[config.mk]
export PLATFORM = sky130hd
export DESIGN_NAME = usb_ep_xfer
export DESIGN_NICKNAME = d
export VERILOG_FILES = /design/src/rtl/usb_ep_xfer.v /design/src/rtl/ep_fifo.v
export VERILOG_INCLUDE_DIRS = /design/src /design/src/rtl
export SDC_FILE = /design/constraint.sdc
export NUM_CORES = 1
export LEC_CHECK = 0
export BUFFER_PORTS_ARGS = -buffer_cell sky130_fd_sc_hd__buf_2
export CAP_MARGIN = 25
export CORE_ASPECT_RATIO = 1.75
export CORE_MARGIN = 3
export CORE_UTILIZATION = 50
export CTS_CLUSTER_SIZE = 40
export DETAILED_ROUTE_END_ITERATION = 8
export PLACE_DENSITY = 0.7
export SLEW_MARGIN = 40
export SYNTH_ARGS = -nofsm -noshare
export SYNTH_HDL_FRONTEND = slang
export SYNTH_SLANG_ARGS = --single-unit
export TNS_END_PERCENT = 20
[constraint.sdc]
create_clock -name sys_clk_in -period 7.7 [get_ports sys_clk_in]
set_input_delay 1.155 -clock sys_clk_in [delete_from_list [all_inputs] [get_ports sys_clk_in]]
set_output_delay 1.155 -clock sys_clk_in [all_outputs]
set_load 0.03 [all_outputs]
[src/rtl/usb_ep_map.vh]
`ifndef USB_EP_MAP_VH
`define USB_EP_MAP_VH

// ----------------------------------------------------------------------------
// Register byte offsets on the AHB-Lite slave.
// ----------------------------------------------------------------------------
`define EP_CSR_OFS 8'h00
`define EP_FDR_OFS 8'h04
`define EP_CFG_OFS 8'h08

// ----------------------------------------------------------------------------
// Field positions of the endpoint control and status register.
// ----------------------------------------------------------------------------
`define CSR_TX_COMPLETE_FLAG 0
`define CSR_RXDATA 1
`define CSR_SETUP 2
`define CSR_STALL 3
`define CSR_TXRDY 4
`define CSR_DIR 7
`define CSR_CNT_LSB 8
`define CSR_STAGE_LSB 12

// ----------------------------------------------------------------------------
// Field positions of the configuration register.
// ----------------------------------------------------------------------------
`define CFG_IRQ_EN 0
`define CFG_PULLUP 8

// ----------------------------------------------------------------------------
// Reset values.
// ----------------------------------------------------------------------------
`define RST_WORD 32'h0000_0000
`define RST_BYTE 8'h00

// ----------------------------------------------------------------------------
// FIFO geometry: one bank of eight bytes.
// ----------------------------------------------------------------------------
`define FIFO_DEPTH 8
`define FIFO_PW 4

// ----------------------------------------------------------------------------
// Control transfer stages.
// ----------------------------------------------------------------------------
`define STG_IDLE 3'h0
`define STG_DATA_IN 3'h1
`define STG_DATA_OUT 3'h2
`define STG_STAT_IN 3'h3
`define STG_STAT_OUT 3'h4

// ----------------------------------------------------------------------------
// Bus-side engine states.
// ----------------------------------------------------------------------------
`define ENG_IDLE 3'h0
`define ENG_RX_SETUP 3'h1
`define ENG_RX_OUT 3'h2
`define ENG_RX_DROP 3'h3
`define ENG_TX 3'h4
`define ENG_WAIT_ACK 3'h5

// ----------------------------------------------------------------------------
// Timing: longest wait for the host handshake after a data IN packet.
// ----------------------------------------------------------------------------
`define CLK_MHZ 125
`define ACK_WAIT_NS 1500
`define ACK_WAIT_CYC ((`ACK_WAIT_NS * `CLK_MHZ) / 1000)

`endif

[src/rtl/usb_ep_xfer.v]
// Overview of operation
// - Control transfer: setup, data stages, opposite status
// - Stall handshake aborts a control transfer
// - Status IN is zero-length with DATA1
// - Arguments follow in OUT, replies in IN
// - Setup is acked by hardware, flag set
// - Interrupt held while setup flag, if enabled
// - Transmit-ready set by firmware, cleared by hardware
// - Host ACK sets transmit-complete, frees FIFO
// - Interrupt pending while transmit-complete is set, if enabled
// - Register side and bus side clocking
// - NAK OUT data while firmware owns FIFO
`timescale 1ns/1ps
`include "usb_ep_map.vh"

module usb_ep_xfer
(
    // Clock, enable and reset.
    input wire sys_clk_in,
    input wire ce_in,
    input wire nrst_in,
    // AHB-Lite slave.
    input wire hsel_in,
    input wire [31:0] haddr_in,
    input wire [1:0] htrans_in,
    input wire hwrite_in,
    input wire [2:0] hsize_in,
    input wire [31:0] hwdata_in,
    input wire hready_in,
    output reg [31:0] hrdata_out,
    output wire hreadyout_out,
    output wire hresp_out,
    // Token and receive strobes from the serial engine.
    input wire tok_setup_in,
    input wire tok_out_in,
    input wire tok_in_in,
    input wire rx_valid_in,
    input wire [7:0] rx_byte_in,
    input wire rx_end_in,
    input wire host_ack_in,
    // Transmit stream to the serial engine.
    output wire tx_active_out,
    output reg tx_pid_data1_out,
    output reg tx_valid_out,
    output reg [7:0] tx_byte_out,
    input wire tx_byte_ready_in,
    output reg tx_end_out,
    // Handshakes to send.
    output reg hs_ack_out,
    output reg hs_nak_out,
    output reg hs_stall_out,
    // Interrupt and pull-up control.
    output reg irq_out,
    output wire pullup_en_out
);

    // ------------------------------------------------------------------------
    // State.
    // ------------------------------------------------------------------------
    reg tx_complete_flag_ff; // Payload acknowledged by the host.
    reg rxdata_ff; // OUT payload waiting for firmware.
    reg setup_ff; // Setup packet waiting for firmware.
    reg stall_ff; // Answer every OUT and IN token with a stall.
    reg txrdy_ff; // Payload loaded and handed to hardware.
    reg retry_ff; // Payload sent but not yet acknowledged.
    reg toggle_ff; // Data toggle for the next IN packet.
    reg dir_ff; // Direction bit of the last setup request.
    reg wlen_nz_ff; // Last setup request carries a data stage.
    reg irq_en_ff;
    reg pullup_ff;
    reg [2:0] stage_ff;
    reg [2:0] eng_ff;
    reg [1:0] ans_ff; // Handshake chosen when the OUT token came in.
    reg [3:0] byte_idx_ff;
    reg [7:0] ack_cnt_ff;
    reg wr_pend_ff;
    reg [7:0] wr_addr_ff;

    // FIFO wiring.
    reg fifo_clr;
    reg fifo_rewind;
    reg fifo_wr;
    reg [7:0] fifo_wdata;
    reg fifo_rd;
    wire [7:0] fifo_rdata;
    wire [`FIFO_PW-1:0] fifo_count;
    wire [`FIFO_PW-1:0] fifo_left;

    // Answer codes held between token and end of packet.
    localparam [1:0] ANS_ACK = 2'h0;
    localparam [1:0] ANS_NAK = 2'h1;
    localparam [1:0] ANS_STALL = 2'h2;

    // ------------------------------------------------------------------------
    // Bus slave decode. The slave never waits, so every transfer is zero wait.
    // ------------------------------------------------------------------------
    wire addr_ok = hsel_in && htrans_in[1] && hready_in;
    wire rd_req = addr_ok && !hwrite_in;
    wire wr_req = addr_ok && hwrite_in;
    wire csr_wr = wr_pend_ff && wr_addr_ff == `EP_CSR_OFS;
    wire fdr_wr = wr_pend_ff && wr_addr_ff == `EP_FDR_OFS;
    wire cfg_wr = wr_pend_ff && wr_addr_ff == `EP_CFG_OFS;
    assign hreadyout_out = 1'b1;
    assign hresp_out = 1'b0;
    assign pullup_en_out = pullup_ff;
    assign tx_active_out = (eng_ff == `ENG_TX);

    // Firmware owns the bank when no payload is handed over and the engine rests.
    wire eng_idle = (eng_ff == `ENG_IDLE);
    wire fw_load_ok = eng_idle && !txrdy_ff && !retry_ff;
    wire fw_fifo_wr = fdr_wr && fw_load_ok;
    wire fw_fifo_rd = rd_req && haddr_in[7:0] == `EP_FDR_OFS && eng_idle && !txrdy_ff && !retry_ff;
    // OUT data is only stored when no flag still gives the bank to firmware.
    wire can_rx = !setup_ff && !rxdata_ff && !txrdy_ff && !retry_ff;
    // Clearing a pending receive flag hands an empty bank back.
    wire consumed = csr_wr && ((setup_ff && !hwdata_in[`CSR_SETUP]) || (rxdata_ff && !hwdata_in[`CSR_RXDATA]));
    wire in_ok = txrdy_ff || retry_ff;

    // Event strobes that set or clear flags, decoded from the engine.
    wire setup_done = (eng_ff == `ENG_RX_SETUP) && rx_end_in;
    wire out_done = (eng_ff == `ENG_RX_OUT) && rx_end_in;
    wire in_acked = (eng_ff == `ENG_WAIT_ACK) && host_ack_in;
    wire in_take = eng_idle && tok_in_in && !tok_setup_in && !tok_out_in && !stall_ff && txrdy_ff;

    // ------------------------------------------------------------------------
    // FIFO access arbitration. Bus traffic wins; a firmware access that meets
    // a token in the same cycle is lost, which firmware avoids by owning rules.
    // ------------------------------------------------------------------------
    always @*
    begin
        fifo_clr = 1'b0;
        fifo_rewind = 1'b0;
        fifo_wr = 1'b0;
        fifo_wdata = rx_byte_in;
        fifo_rd = 1'b0;
        case (eng_ff)
            `ENG_IDLE:
            begin
                if (tok_setup_in || (tok_out_in && can_rx && !stall_ff))
                begin
                    fifo_clr = 1'b1;
                end
                else if (tok_in_in && !stall_ff && in_ok)
                begin
                    fifo_rewind = 1'b1;
                end
                else if (consumed)
                begin
                    fifo_clr = 1'b1;
                end
                else
                begin
                    fifo_wr = fw_fifo_wr;
                    fifo_wdata = hwdata_in[7:0];
                    fifo_rd = fw_fifo_rd;
                end
            end
            `ENG_RX_SETUP, `ENG_RX_OUT:
            begin
                fifo_wr = rx_valid_in;
            end
            `ENG_TX:
            begin
                fifo_rd = (!tx_valid_out || tx_byte_ready_in) && fifo_left != {`FIFO_PW{1'b0}};
            end
            `ENG_WAIT_ACK:
            begin
                fifo_clr = host_ack_in;
            end
            default:
            begin
                fifo_clr = 1'b0;
            end
        endcase
    end

    ep_fifo u_fifo
    (
        .sys_clk_in(sys_clk_in),
        .ce_in(ce_in),
        .nrst_in(nrst_in),
        .clr_in(fifo_clr),
        .rewind_in(fifo_rewind),
        .wr_en_in(fifo_wr),
        .wr_data_in(fifo_wdata),
        .rd_en_in(fifo_rd),
        .rd_data_out(fifo_rdata),
        .count_out(fifo_count),
        .left_out(fifo_left)
    );

    // ------------------------------------------------------------------------
    // Register file. Hardware sets win over firmware clears in the same cycle.
    // ------------------------------------------------------------------------
    always @(posedge sys_clk_in)
    begin
        if (!nrst_in)
        begin
            tx_complete_flag_ff <= 1'b0;
            rxdata_ff <= 1'b0;
            setup_ff <= 1'b0;
            stall_ff <= 1'b0;
            txrdy_ff <= 1'b0;
            irq_en_ff <= 1'b0;
            pullup_ff <= 1'b0;
            irq_out <= 1'b0;
            wr_pend_ff <= 1'b0;
            wr_addr_ff <= `RST_BYTE;
            hrdata_out <= `RST_WORD;
        end
        else if (ce_in)
        begin
            wr_pend_ff <= wr_req;
            wr_addr_ff <= haddr_in[7:0];
            // Read data is latched in the address phase and stands in the data phase.
            if (rd_req)
            begin
                case (haddr_in[7:0])
                    `EP_CSR_OFS: hrdata_out <= {17'h0_0000, stage_ff, fifo_count, dir_ff, 2'h0,
                        txrdy_ff, stall_ff, setup_ff, rxdata_ff, tx_complete_flag_ff};
                    `EP_FDR_OFS: hrdata_out <= fw_fifo_rd ? {24'h00_0000, fifo_rdata} : `RST_WORD;
                    `EP_CFG_OFS: hrdata_out <= {23'h00_0000, pullup_ff, 7'h00, irq_en_ff};
                    default: hrdata_out <= `RST_WORD;
                endcase
            end
            tx_complete_flag_ff <= in_acked || (tx_complete_flag_ff && !(csr_wr && !hwdata_in[`CSR_TX_COMPLETE_FLAG]));
            rxdata_ff <= out_done && ans_ff == ANS_ACK || (rxdata_ff && !(csr_wr && !hwdata_in[`CSR_RXDATA]));
            setup_ff <= setup_done || (setup_ff && !(csr_wr && !hwdata_in[`CSR_SETUP]));
            // A setup packet ends any stall so the next request can proceed.
            if (setup_done)
            begin
                stall_ff <= 1'b0;
            end
            else if (csr_wr)
            begin
                stall_ff <= hwdata_in[`CSR_STALL];
            end
            // Only firmware sets it; hardware drops it when it takes the payload.
            if (setup_done)
            begin
                txrdy_ff <= 1'b0;
            end
            else
            begin
                txrdy_ff <= (txrdy_ff && !in_take) || (csr_wr && hwdata_in[`CSR_TXRDY]);
            end
            if (cfg_wr)
            begin
                irq_en_ff <= hwdata_in[`CFG_IRQ_EN];
                pullup_ff <= hwdata_in[`CFG_PULLUP];
            end
            irq_out <= irq_en_ff && (setup_ff || tx_complete_flag_ff || rxdata_ff);
        end
    end

    // ------------------------------------------------------------------------
    // Bus-side engine. The serial engine delivers its strobes already moved
    // onto this clock, so they are used here without further synchronising.
    // ------------------------------------------------------------------------
    always @(posedge sys_clk_in)
    begin
        if (!nrst_in)
        begin
            eng_ff <= `ENG_IDLE;
            stage_ff <= `STG_IDLE;
            ans_ff <= ANS_ACK;
            retry_ff <= 1'b0;
            toggle_ff <= 1'b0;
            dir_ff <= 1'b0;
            wlen_nz_ff <= 1'b0;
            byte_idx_ff <= 4'h0;
            ack_cnt_ff <= 8'h00;
            tx_pid_data1_out <= 1'b0;
            tx_valid_out <= 1'b0;
            tx_byte_out <= `RST_BYTE;
            tx_end_out <= 1'b0;
            hs_ack_out <= 1'b0;
            hs_nak_out <= 1'b0;
            hs_stall_out <= 1'b0;
        end
        else if (ce_in)
        begin
            tx_end_out <= 1'b0;
            hs_ack_out <= 1'b0;
            hs_nak_out <= 1'b0;
            hs_stall_out <= 1'b0;
            case (eng_ff)
                `ENG_IDLE:
                begin
                    byte_idx_ff <= 4'h0;
                    if (tok_setup_in)
                    begin
                        eng_ff <= `ENG_RX_SETUP;
                        wlen_nz_ff <= 1'b0;
                        retry_ff <= 1'b0;
                    end
                    else if (tok_out_in)
                    begin
                        eng_ff <= (can_rx && !stall_ff) ? `ENG_RX_OUT : `ENG_RX_DROP;
                        ans_ff <= stall_ff ? ANS_STALL : (can_rx ? ANS_ACK : ANS_NAK);
                        if (stage_ff == `STG_DATA_IN)
                        begin
                            stage_ff <= `STG_STAT_OUT;
                        end
                    end
                    else if (tok_in_in)
                    begin
                        if (stall_ff)
                        begin
                            hs_stall_out <= 1'b1;
                        end
                        else if (in_ok)
                        begin
                            eng_ff <= `ENG_TX;
                            retry_ff <= 1'b1;
                            // The status IN packet always goes out as DATA1.
                            tx_pid_data1_out <= toggle_ff || stage_ff == `STG_STAT_IN ||
                                stage_ff == `STG_DATA_OUT;
                            if (stage_ff == `STG_DATA_OUT)
                            begin
                                stage_ff <= `STG_STAT_IN;
                            end
                        end
                        else
                        begin
                            hs_nak_out <= 1'b1;
                        end
                    end
                end
                `ENG_RX_SETUP, `ENG_RX_OUT, `ENG_RX_DROP:
                begin
                    if (rx_valid_in && byte_idx_ff != 4'hf)
                    begin
                        byte_idx_ff <= byte_idx_ff + 4'h1;
                    end
                    // Capture direction and whether a data stage follows.
                    if (rx_valid_in && eng_ff == `ENG_RX_SETUP)
                    begin
                        if (byte_idx_ff == 4'h0)
                        begin
                            dir_ff <= rx_byte_in[7];
                        end
                        if ((byte_idx_ff == 4'h6 || byte_idx_ff == 4'h7) && rx_byte_in != 8'h00)
                        begin
                            wlen_nz_ff <= 1'b1;
                        end
                    end
                    if (rx_end_in)
                    begin
                        eng_ff <= `ENG_IDLE;
                        if (eng_ff == `ENG_RX_SETUP)
                        begin
                            hs_ack_out <= 1'b1;
                            toggle_ff <= 1'b1;
                            stage_ff <= !wlen_nz_ff ? `STG_STAT_IN : (dir_ff ? `STG_DATA_IN : `STG_DATA_OUT);
                        end
                        else
                        begin
                            hs_ack_out <= (ans_ff == ANS_ACK);
                            hs_nak_out <= (ans_ff == ANS_NAK);
                            hs_stall_out <= (ans_ff == ANS_STALL);
                            if (ans_ff == ANS_ACK && stage_ff == `STG_STAT_OUT)
                            begin
                                stage_ff <= `STG_IDLE;
                            end
                        end
                    end
                end
                `ENG_TX:
                begin
                    if (tx_valid_out && !tx_byte_ready_in)
                    begin
                        tx_valid_out <= 1'b1;
                    end
                    else if (fifo_left != {`FIFO_PW{1'b0}})
                    begin
                        tx_byte_out <= fifo_rdata;
                        tx_valid_out <= 1'b1;
                    end
                    else
                    begin
                        tx_valid_out <= 1'b0;
                        tx_end_out <= 1'b1;
                        ack_cnt_ff <= 8'h00;
                        eng_ff <= `ENG_WAIT_ACK;
                    end
                end
                `ENG_WAIT_ACK:
                begin
                    ack_cnt_ff <= ack_cnt_ff + 8'h01;
                    if (host_ack_in)
                    begin
                        eng_ff <= `ENG_IDLE;
                        retry_ff <= 1'b0;
                        toggle_ff <= !tx_pid_data1_out;
                        if (stage_ff == `STG_STAT_IN)
                        begin
                            stage_ff <= `STG_IDLE;
                        end
                    end
                    else if (ack_cnt_ff == `ACK_WAIT_CYC)
                    begin
                        // No handshake: keep the payload for a retry.
                        eng_ff <= `ENG_IDLE;
                    end
                end
                default:
                begin
                    eng_ff <= `ENG_IDLE;
                end
            endcase
        end
    end

endmodule

[src/rtl/ep_fifo.v]
`timescale 1ns/1ps
`include "usb_ep_map.vh"

// Single-bank byte store with a write pointer and an independent read pointer.
module ep_fifo
(
    // Clock, enable and reset.
    input wire sys_clk_in,
    input wire ce_in,
    input wire nrst_in,
    // Pointer control.
    input wire clr_in,
    input wire rewind_in,
    // Write side.
    input wire wr_en_in,
    input wire [7:0] wr_data_in,
    // Read side.
    input wire rd_en_in,
    output wire [7:0] rd_data_out,
    output wire [`FIFO_PW-1:0] count_out,
    output wire [`FIFO_PW-1:0] left_out
);

    // Storage and pointers.
    reg [7:0] mem_ff [0:`FIFO_DEPTH-1];
    reg [`FIFO_PW-1:0] wr_ptr_ff;
    reg [`FIFO_PW-1:0] rd_ptr_ff;

    // Bytes come back in the order they went in.
    assign rd_data_out = mem_ff[rd_ptr_ff[`FIFO_PW-2:0]];
    assign count_out = wr_ptr_ff;
    assign left_out = wr_ptr_ff - rd_ptr_ff;

    // ------------------------------------------------------------------------
    // Pointer update; writes beyond the bank size are dropped, not wrapped.
    // ------------------------------------------------------------------------
    always @(posedge sys_clk_in)
    begin
        if (!nrst_in)
        begin
            wr_ptr_ff <= {`FIFO_PW{1'b0}};
            rd_ptr_ff <= {`FIFO_PW{1'b0}};
        end
        else if (ce_in)
        begin
            if (clr_in)
            begin
                wr_ptr_ff <= {`FIFO_PW{1'b0}};
                rd_ptr_ff <= {`FIFO_PW{1'b0}};
            end
            else
            begin
                if (wr_en_in && wr_ptr_ff != `FIFO_DEPTH)
                begin
                    wr_ptr_ff <= wr_ptr_ff + 1'b1;
                end
                if (rewind_in)
                begin
                    rd_ptr_ff <= {`FIFO_PW{1'b0}};
                end
                else if (rd_en_in && rd_ptr_ff != wr_ptr_ff)
                begin
                    rd_ptr_ff <= rd_ptr_ff + 1'b1;
                end
            end
        end
    end

    // Memory array carries no reset; only the pointers define its content.
    always @(posedge sys_clk_in)
    begin
        if (ce_in && !clr_in && wr_en_in && wr_ptr_ff != `FIFO_DEPTH)
        begin
            mem_ff[wr_ptr_ff[`FIFO_PW-2:0]] <= wr_data_in;
        end
    end

endmodule

* Word-level counts from Yosys, hierarchy flattened
Memories as Yosys holds them, arrays and structs flattened. A register that Yosys moved wholly into a read port is not among the register bits.
Cells that the tools add are included.
W data, S select, Z words.
** Word-level totals
- Bits in registers :: 95
- Bits in writable memories :: 64
- Output and inout bits :: 51
- Memories kept :: 1
** Memories
- u_fifo.mem_ff :: words 8, width 8, rd ports 1, clocked after Yosys merged registers in 1, write ports 1, line ep_fifo.v:25 : reg [7:0] mem_ff [0:`FIFO_DEPTH-1];
** Operators by class
- Add/subtract/negate cells :: 5
- Equality and inequality tests :: 46
- Mux-type cells :: 105
- Bitwise gates (word level) :: 4
- Reduce and logical (&&, ||, !) cells :: 120
** Operator list (count)
- $mux W3 :: 24
- $mux W8 :: 7
- $logic_and A1 B1 Y1 :: 54
- $mux W1 :: 52
- $pmux W15 S3 :: 1
- $mux W4 :: 6
- $ne A2 B2 Y1 const B :: 10
- $logic_not A1 Y1 :: 19
- $ne A3 B3 Y1 const B :: 6
- $eq A8 B3 Y1 const B :: 2
- $eq A8 B4 Y1 const B :: 2
- $logic_not A8 Y1 :: 2
- $ne A4 B4 Y1 const B :: 4
- $pmux W1 S2 :: 8
- $pmux W8 S2 :: 1
- $reduce_and A4 Y1 :: 4
- $ne A3 B2 Y1 const B :: 5
- $reduce_and A7 Y1 :: 2
- $logic_or A1 B1 Y1 :: 13
- $add A4 B1 Y4 const B :: 3
- $eq A3 B2 Y1 const B :: 4
- $pmux W3 S4 :: 1
- $reduce_and A12 Y1 :: 1
- $reduce_and A2 Y1 :: 6
- 27 further kinds :: 43

* Logic depth before layout (Yosys ltp)
Gate-level depths: netlist of the first run.
- Depth after elaboration :: 17
- Gate-level depth with buffers :: 8
- Depth with buffers taken out :: 8

* By module
Synthesis of the first run repeated with hierarchy kept, for this count alone.
** Second synthesis, totals
- Cells, all modules :: 620
- Area total of the unflattened synthesis :: 6810.3 µm²
** Modules (own cells, without submodules)
- usb_ep_xfer :: times used 1, cells each 442, area each 3716.1 µm², sequential area each 1401.3 µm²
- ep_fifo :: times used 1, cells each 178, area each 3094.2 µm², sequential area each 2142.1 µm²

* Least setup slack after synthesis of the first run
No wires, ideal clock.
- Path type :: input-to-reg
- Start :: in tok_out_in
- End :: mem u_fifo.mem_ff[1][0] (enable)
- Arrival :: 3.034 ns
- Required time :: 7.330 ns
- Setup slack :: 4.296 ns
- Stages on the path :: 6
- Cells stage by stage :: nor2b_1 -> a221o_1 -> nor4_4 -> o21ai_2 -> or4b_4 -> nor2_1
** Between the ends
- Word-level cells in the longest chain between the ends :: 11
- Elaborated cells on any way between the ends :: 13
** Ends and longest elaborated chain
- from (decl) :: line usb_ep_xfer.v:35 : input wire tok_out_in,
- $logic_and A1 B1 Y1 (*) (2 in a row) :: line usb_ep_xfer.v:139 : if (tok_setup_in || (tok_out_in && can_rx && !stall_ff))
- $logic_or A1 B1 Y1 (*) :: line usb_ep_xfer.v:139
- $mux W1 :: line usb_ep_xfer.v:139
- $pmux W1 S2 :: line usb_ep_xfer.v:136 : case (eng_ff)
- $logic_not A1 Y1 :: line ep_fifo.v:72 : if (ce_in && !clr_in && wr_en_in && wr_ptr_ff != `FIFO_DEPTH)
- $logic_and A1 B1 Y1 :: line ep_fifo.v:72
- $logic_and A1 B1 Y1 (*) :: line ep_fifo.v:72
- $logic_and A1 B1 Y1 (no line) (*)
- $mux W1 (*) :: line ep_fifo.v:72
- $mux W1 (*) :: line ep_fifo.v:74 : mem_ff[wr_ptr_ff[`FIFO_PW-2:0]] <= wr_data_in;
- to (decl) :: line ep_fifo.v:25
Every way passes the cells marked *; elsewhere a longest branch is shown, timed or not.

* Worst setup path after layout of the first run
- Start :: in tok_out_in
- End :: mem u_fifo.mem_ff[2][4] (enable)
Same word-level chain as after synthesis.

==> flow_metrics.tcl, run 1 <==
set metrics [dict create \
    synth_edf_count 64 \
    worst-endpoint-required_ps 7760 \
    ant_nets 0 \
    clock_sinks 145 \
    slowest_delay_ps 590 \
    start_kind "input pin" \
    critical_path_arrival_ps 3520 \
    drtIter0Drc 300 \
    final-hold-violation-count 0 \
    pwr_density_cell_nw_per_um2 220.7 \
    setup_viol 0 \
    netlist_instances 638 \
    initial_utilization_pct 51.77 \
    dieHeight_um 162.5 \
    grt_setup_unrepaired "false" \
    post_drt_wl_per_cell_um 20.25 \
    synthFlopType "dfxtp_1" \
    drv_slew 0 \
    vias_per_cell 5.949 \
    h-tree-depth 4 \
    grt_overflow 0 \
    relSlewSlack_pct 46.66 \
    cts_tree "yes" \
    ys_types 73 \
    antenna_found_initial 0 \
    synthTopCellsByCount "81 x dfxtp_1, 64 x edfxtp_1, 49 x nor2_1" \
    cts_resized 0 \
    tightestPinTransition_ps 800.2 \
    fillCellCount 1151 \
    antenna_cells 0 \
    drt_drc_violations_left 0 \
    coreArea_um2 13520 \
    drtPass1Iterations 8 \
    yosys_warnings 0 \
    drt_wl_total_um 17840 \
    synth_top_area_share_pct 27.45 \
    hp-start "hrdata_out[13]$_SDFFE_PN0P_" \
    hold_class "flip-flop to flip-flop" \
    syn_area_um2 7000 \
    r2r-start "eng_ff[2]$_SDFFE_PN0P_" \
    fin_crit_sh_pct 45.01 \
    drive_gt1_share_pct 22.91 \
    cpMaxStageDelayCell "or4b_4" \
    synth.most_common_cell "dfxtp_1" \
    dr_total_vias 5241 \
    gp_congestion 0.9079 \
    grt.total_usage_pct 24.11 \
    cp_cell_sequence "buf_2, nor2b_1, a221o_1, nor4_4, o21ai_2, or4b_4, nor2_2" \
    skew_ps 20.95 \
    setup-tns-final_ps 0 \
    io_buffers 70 \
    cts-buffers-inserted 17 \
    grt_pass1_wl_um 28140 \
    holdWs_ps 456.6 \
    row_count 56 \
    yosys.area.top_type "edfxtp_1" \
    ys_ff_latch 145 \
    critPathBufInv 1 \
    post-cts-setup-buffers 0 \
    clk_pin_slew_ps 60 \
    critPathKind "input pin to flip-flop" \
    crit_start "tok_out_in" \
    peakVddDrop_mv 0.1736 \
    crit_family "simple AND/OR/NAND/NOR gates" \
    final.min_clock_period_ps 3466 \
    fin_util_pct 59.07 \
    ff_latch_area_um2 3545 \
    status "finished clean" \
    avgSynthCellArea_um2 10.97 \
    hold_buffers 0 \
    fmax_ghz 0.2885 \
    maxCapViolations 0 \
    grt_max_degree 45 \
    insertion_delay_ps 430 \
    synthTopCellsByArea "edfxtp_1 27%, dfxtp_1 23%, mux4_2 5.1%" \
    layout.nets 794 \
    die_w_um 95.45 \
    syn2layout_area_growth_pct 14.10 \
    grt_pass1_vias 5163 \
    io-pin-count 141 \
    reg2reg_slack_ps 4260 \
    crit_fanout 13 \
    dp_hpwl_um 12610 \
    cts-root-buf "clkbuf_16" \
    leakage_nw 2.963 \
    cts_max_path_buffers 2 \
    cp-end-kind "flip-flop" \
    async_reset_ff_share_pct 0 \
    die_area_um2 15510 \
    ys_seq_area_share_pct 50.62 \
    multiInputGateArea_um2 3211 \
]
==> metrics by stage <==
step	std cells	power, mW	area (um2)	setup slack (ps)
after CTS	881	1.767	7969	3903
final	881	1.763	7988	4234
after global placement	849	0.9783	7370	3514
after global routing	881	1.819	7988	4131
after detailed placement	849	0.9823	7393	3449
after floorplan	655	0.9497	7064	4296
==> sequential cells by signal, indices dropped and copies added (netlist names), 2 cells and up, named ones only <==
| signal | cells |
|---|---|
| hrdata_out | 15 |
| ans_ff | 2 |
| u_fifo.mem_ff | 64 |
| u_fifo.count_out | 4 |
| stage_ff | 3 |
| u_fifo.rd_ptr_ff | 4 |
| ack_cnt_ff | 8 |
| eng_ff | 3 |
| wr_addr_ff | 8 |
| tx_byte_out | 8 |
| byte_idx_ff | 4 |
==> power by group <==
part	switching, mW	internal (mW)
clock	0.365	0.429
combinational	0.0959	0.0455
sequential	0.0109	0.817
total	0.471	1.29
==> worst paths after layout <==
kind | cells past startpoint | end
setup / recovery | 7 | u_fifo.mem_ff[2][4]$_DFFE_PP_
hold / removal | 2 | hrdata_out[13]$_SDFFE_PN0P_
setup reg to reg | 6 | u_fifo.mem_ff[2][4]$_DFFE_PP_
hold reg to reg | 2 | hrdata_out[13]$_SDFFE_PN0P_
==> worst reg2reg max path, delay by kind of cell (launching register included) <==
kind	cells	cell delay [ps]
AOI/OAI and AO/OA	1	140
and+or+nand+nor	5	2450
DFF	1	480
==> per-layer routing <==
metal | GRT usage (%) | wire length (um) | vias up
met1 | 28.39 | 6618 | 2563
met3 | 4.392 | 1000 | 22
li1 | - | - | 2453
met4 | 8.938 | 384 | 0
met2 | 42.93 | 9832 | 203
met5 | 0 | 0 | -
==> cells by family (layout without fill, tap and decap cells) <==
logic type      after synthesis  in the layout  synth area share (%)
fa+ha+maj                    10             10                 1.787
xor+xnor                     11             11                 1.573
other cells                   2             19                0.1073
compound gates              105            105                 10.89
flops                       145            145                 50.62
simple gates                236            236                 18.52
mux                          58             58                 11.46
buf+inv                      71            123                 5.058
==> layout make-up <==
cell class | count | area share, %
Inverter | 19 | 0.8929
Clock inverter | 15 | 1.880
Clock buffer | 17 | 5.326
Timing Repair Buffer | 72 | 4.605
Tap cell | 174 | 2.726
Multi-Input combinational cell | 439 | 40.19
Sequential cell | 145 | 44.38
==> layout by cell type (no fill, tap or decap), drive strengths merged, types with 4 or more instances in the layout <==
| master | instances |
|---|---|
| a21boi | 4 |
| a21oi | 29 |
| a22oi | 7 |
| a32oi | 4 |
| and2 | 11 |
| and3 | 7 |
| buf | 72 |
| clkbuf | 17 |
| clkinv | 8 |
| conb | 19 |
| dfxtp | 81 |
| edfxtp | 64 |
| ha | 10 |
| inv | 25 |
| mux2 | 17 |
| mux2i | 25 |
| mux4 | 16 |
| nand2 | 43 |
| nand2b | 8 |
| nand3 | 28 |
| nand3b | 5 |
| nand4 | 7 |
| nor2 | 49 |
| nor2b | 26 |
| nor3 | 12 |
| nor4 | 12 |
| o211a | 5 |
| o21ai | 18 |
| or3 | 6 |
| or4 | 6 |
| or4b | 5 |
| xor2 | 8 |
(Power assumes the default switching activity.)
==> inputs of run 2 (changes only) <==
Clock period 7.7 ns to 3.51 ns, I/O delays scaled along.
==> flow_metrics.tcl, run 2 (same netlist as run 1, synthesis figures left out) <==
set metrics [dict create \
    dp.cells 867 \
    grt.met3_usage_pct 4.438 \
    ant_nets 0 \
    cts-buffers-inserted 17 \
    die_area_um2 15510 \
    cts-root-buf "clkbuf_16" \
    skew_ps 11.08 \
    cp_cell_sequence "or3_4, or4b_4, nor4_4, o21ai_2, or4b_4, nor2_1, buf_4" \
    mostFrequentLayoutCell "dfxtp_1" \
    min_to "pullup_en_out$_SDFFE_PN0P_" \
    grt_busiest_layer "met2" \
    grt_setup_unrepaired "false" \
    initial_utilization_pct 51.77 \
    crit_fanout 11 \
    holdWs_ps 340.0 \
    cts_resized 0 \
    post_drt_wl_per_cell_um 19.97 \
    tightestPinTransition_ps 821.0 \
    gr-usage-met1_pct 27.07 \
    slowest_delay_ps 570 \
    grt_overflow 0 \
    dp_hpwl_um 13020 \
    largest_reg_flops 64 \
    fin_crit_sh_pct 88.43 \
    row_count 56 \
    rr_worst_depth 7 \
    antenna_found_initial 0 \
    cp-end-kind "flip-flop" \
    coreArea_um2 13520 \
    gp_congestion 0.8991 \
    rr_endpoint "u_fifo.mem_ff[2][3]$_DFFE_PP_" \
    layoutNonFillerInstCount 899 \
    grt_pass1_wl_um 28130 \
    post-place-ws_ps 437.5 \
    cts_tree "yes" \
    syn2layout_area_growth_pct 16.05 \
    cpMostUsedCell "or4b_4" \
    design_area_um2 8124 \
    layout.nets 812 \
    cts_max_path_buffers 2 \
    grt_max_degree 44 \
    grt.total_usage_pct 24.12 \
    critPathKind "flip-flop to flip-flop" \
    met2_usage_pct 43.48 \
    pwr_density_cell_nw_per_um2 497.6 \
    clock_sinks 145 \
    start_kind "flip-flop" \
    clk_pin_slew_ps 70 \
    hold_buffers 0 \
    final-hold-violation-count 0 \
    setup_ws_ps 406.0 \
    drtIter0Drc 379 \
    io_buffers 70 \
    cpMaxStageDelayCell "or4b_4" \
    total_power_mw 4.043 \
    layout_common_cells "81 x dfxtp_1, 70 x buf_2, 64 x edfxtp_1" \
    peakVddDrop_mv 0.5576 \
    critical_path_arrival_ps 3230 \
    drv_slew 0 \
    drive_gt1_share_pct 23.45 \
    drt_wl_total_um 17950 \
    drtPass1Iterations 5 \
    h-tree-depth 4 \
    reg2reg_slack_ps 410 \
    drt_drc_violations_left 0 \
    vias_per_cell 5.967 \
    antenna_cells 0 \
    holdPathStages 3 \
    insertion_delay_ps 430 \
    fmax_ghz 0.3222 \
    dpl-instance-area_um2 7500 \
    post-cts-setup-buffers 0 \
    r2r-start "eng_ff[0]$_SDFFE_PN0P_" \
    hold_class "input pin to flip-flop" \
    dieHeight_um 162.5 \
    grt_pass1_vias 5353 \
    dr_total_vias 5364 \
    hp-start "hwdata_in[8]" \
    worst-endpoint-required_ps 3630 \
    setup-tns-final_ps 0 \
    maxCapViolations 0 \
    io-pin-count 141 \
    final.min_clock_period_ps 3104 \
    status "finished clean" \
    relSlewSlack_pct 45.19 \
    fin_util_pct 60.08 \
    setup_viol 0 \
    die_w_um 95.45 \
    leakage_nw 3.075 \
]
-- run 2: worst max path at each step --
| stage | start | to | slack [ps] | depth (start not counted) |
|---|---|---|---|---|
| detailed placement | wr_addr_ff[7]$_SDFFE_PN0P_ | u_fifo.mem_ff[1][0]$_DFFE_PP_ | 440 | 7 |
| floorplan | eng_ff[0]$_SDFFE_PN0P_ | u_fifo.mem_ff[1][0]$_DFFE_PP_ | 430 | 8 |
| CTS | wr_addr_ff[7]$_SDFFE_PN0P_ | u_fifo.mem_ff[2][3]$_DFFE_PP_ | 420 | 7 |
| finish | eng_ff[0]$_SDFFE_PN0P_ | u_fifo.mem_ff[2][3]$_DFFE_PP_ | 410 | 7 |
| global placement | wr_addr_ff[7]$_SDFFE_PN0P_ | u_fifo.mem_ff[0][0]$_DFFE_PP_ | 460 | 7 |
| global route | eng_ff[0]$_SDFFE_PN0P_ | u_fifo.mem_ff[1][4]$_DFFE_PP_ | 310 | 7 |
-- run 2: final cells by class --
class | instances | area, um2
Fill cell | 1120 | 5399
Inverter | 19 | 71.32
Clock inverter | 14 | 188.9
Tap cell | 174 | 217.7
Timing Repair Buffer | 90 | 500.5
Clock buffer | 18 | 429.2
Multi-Input combinational cell | 439 | 3173
Sequential cell | 145 | 3543
-- run 2: power by group --
part	internal, mW	switching [mW]
registers	1.79	0.0195
clock network	1.14	0.769
logic	0.105	0.215
total	3.04	1.00
-- run 2: worst max-delay path, delay by kind of cell, from the launching register on --
family	cells	cell delay (ps)
AO/OA/AOI/OAI	1	130
buffers and inverters	1	210
flip-flops	1	420
AND/OR/NAND/NOR	5	2030
-- run 2: metal layers --
layer	vias up	share of wire [%]
met2	219	54
li1	2489	-
met4	0	3.5
met5	-	0
met1	2617	37
met3	39	6.0
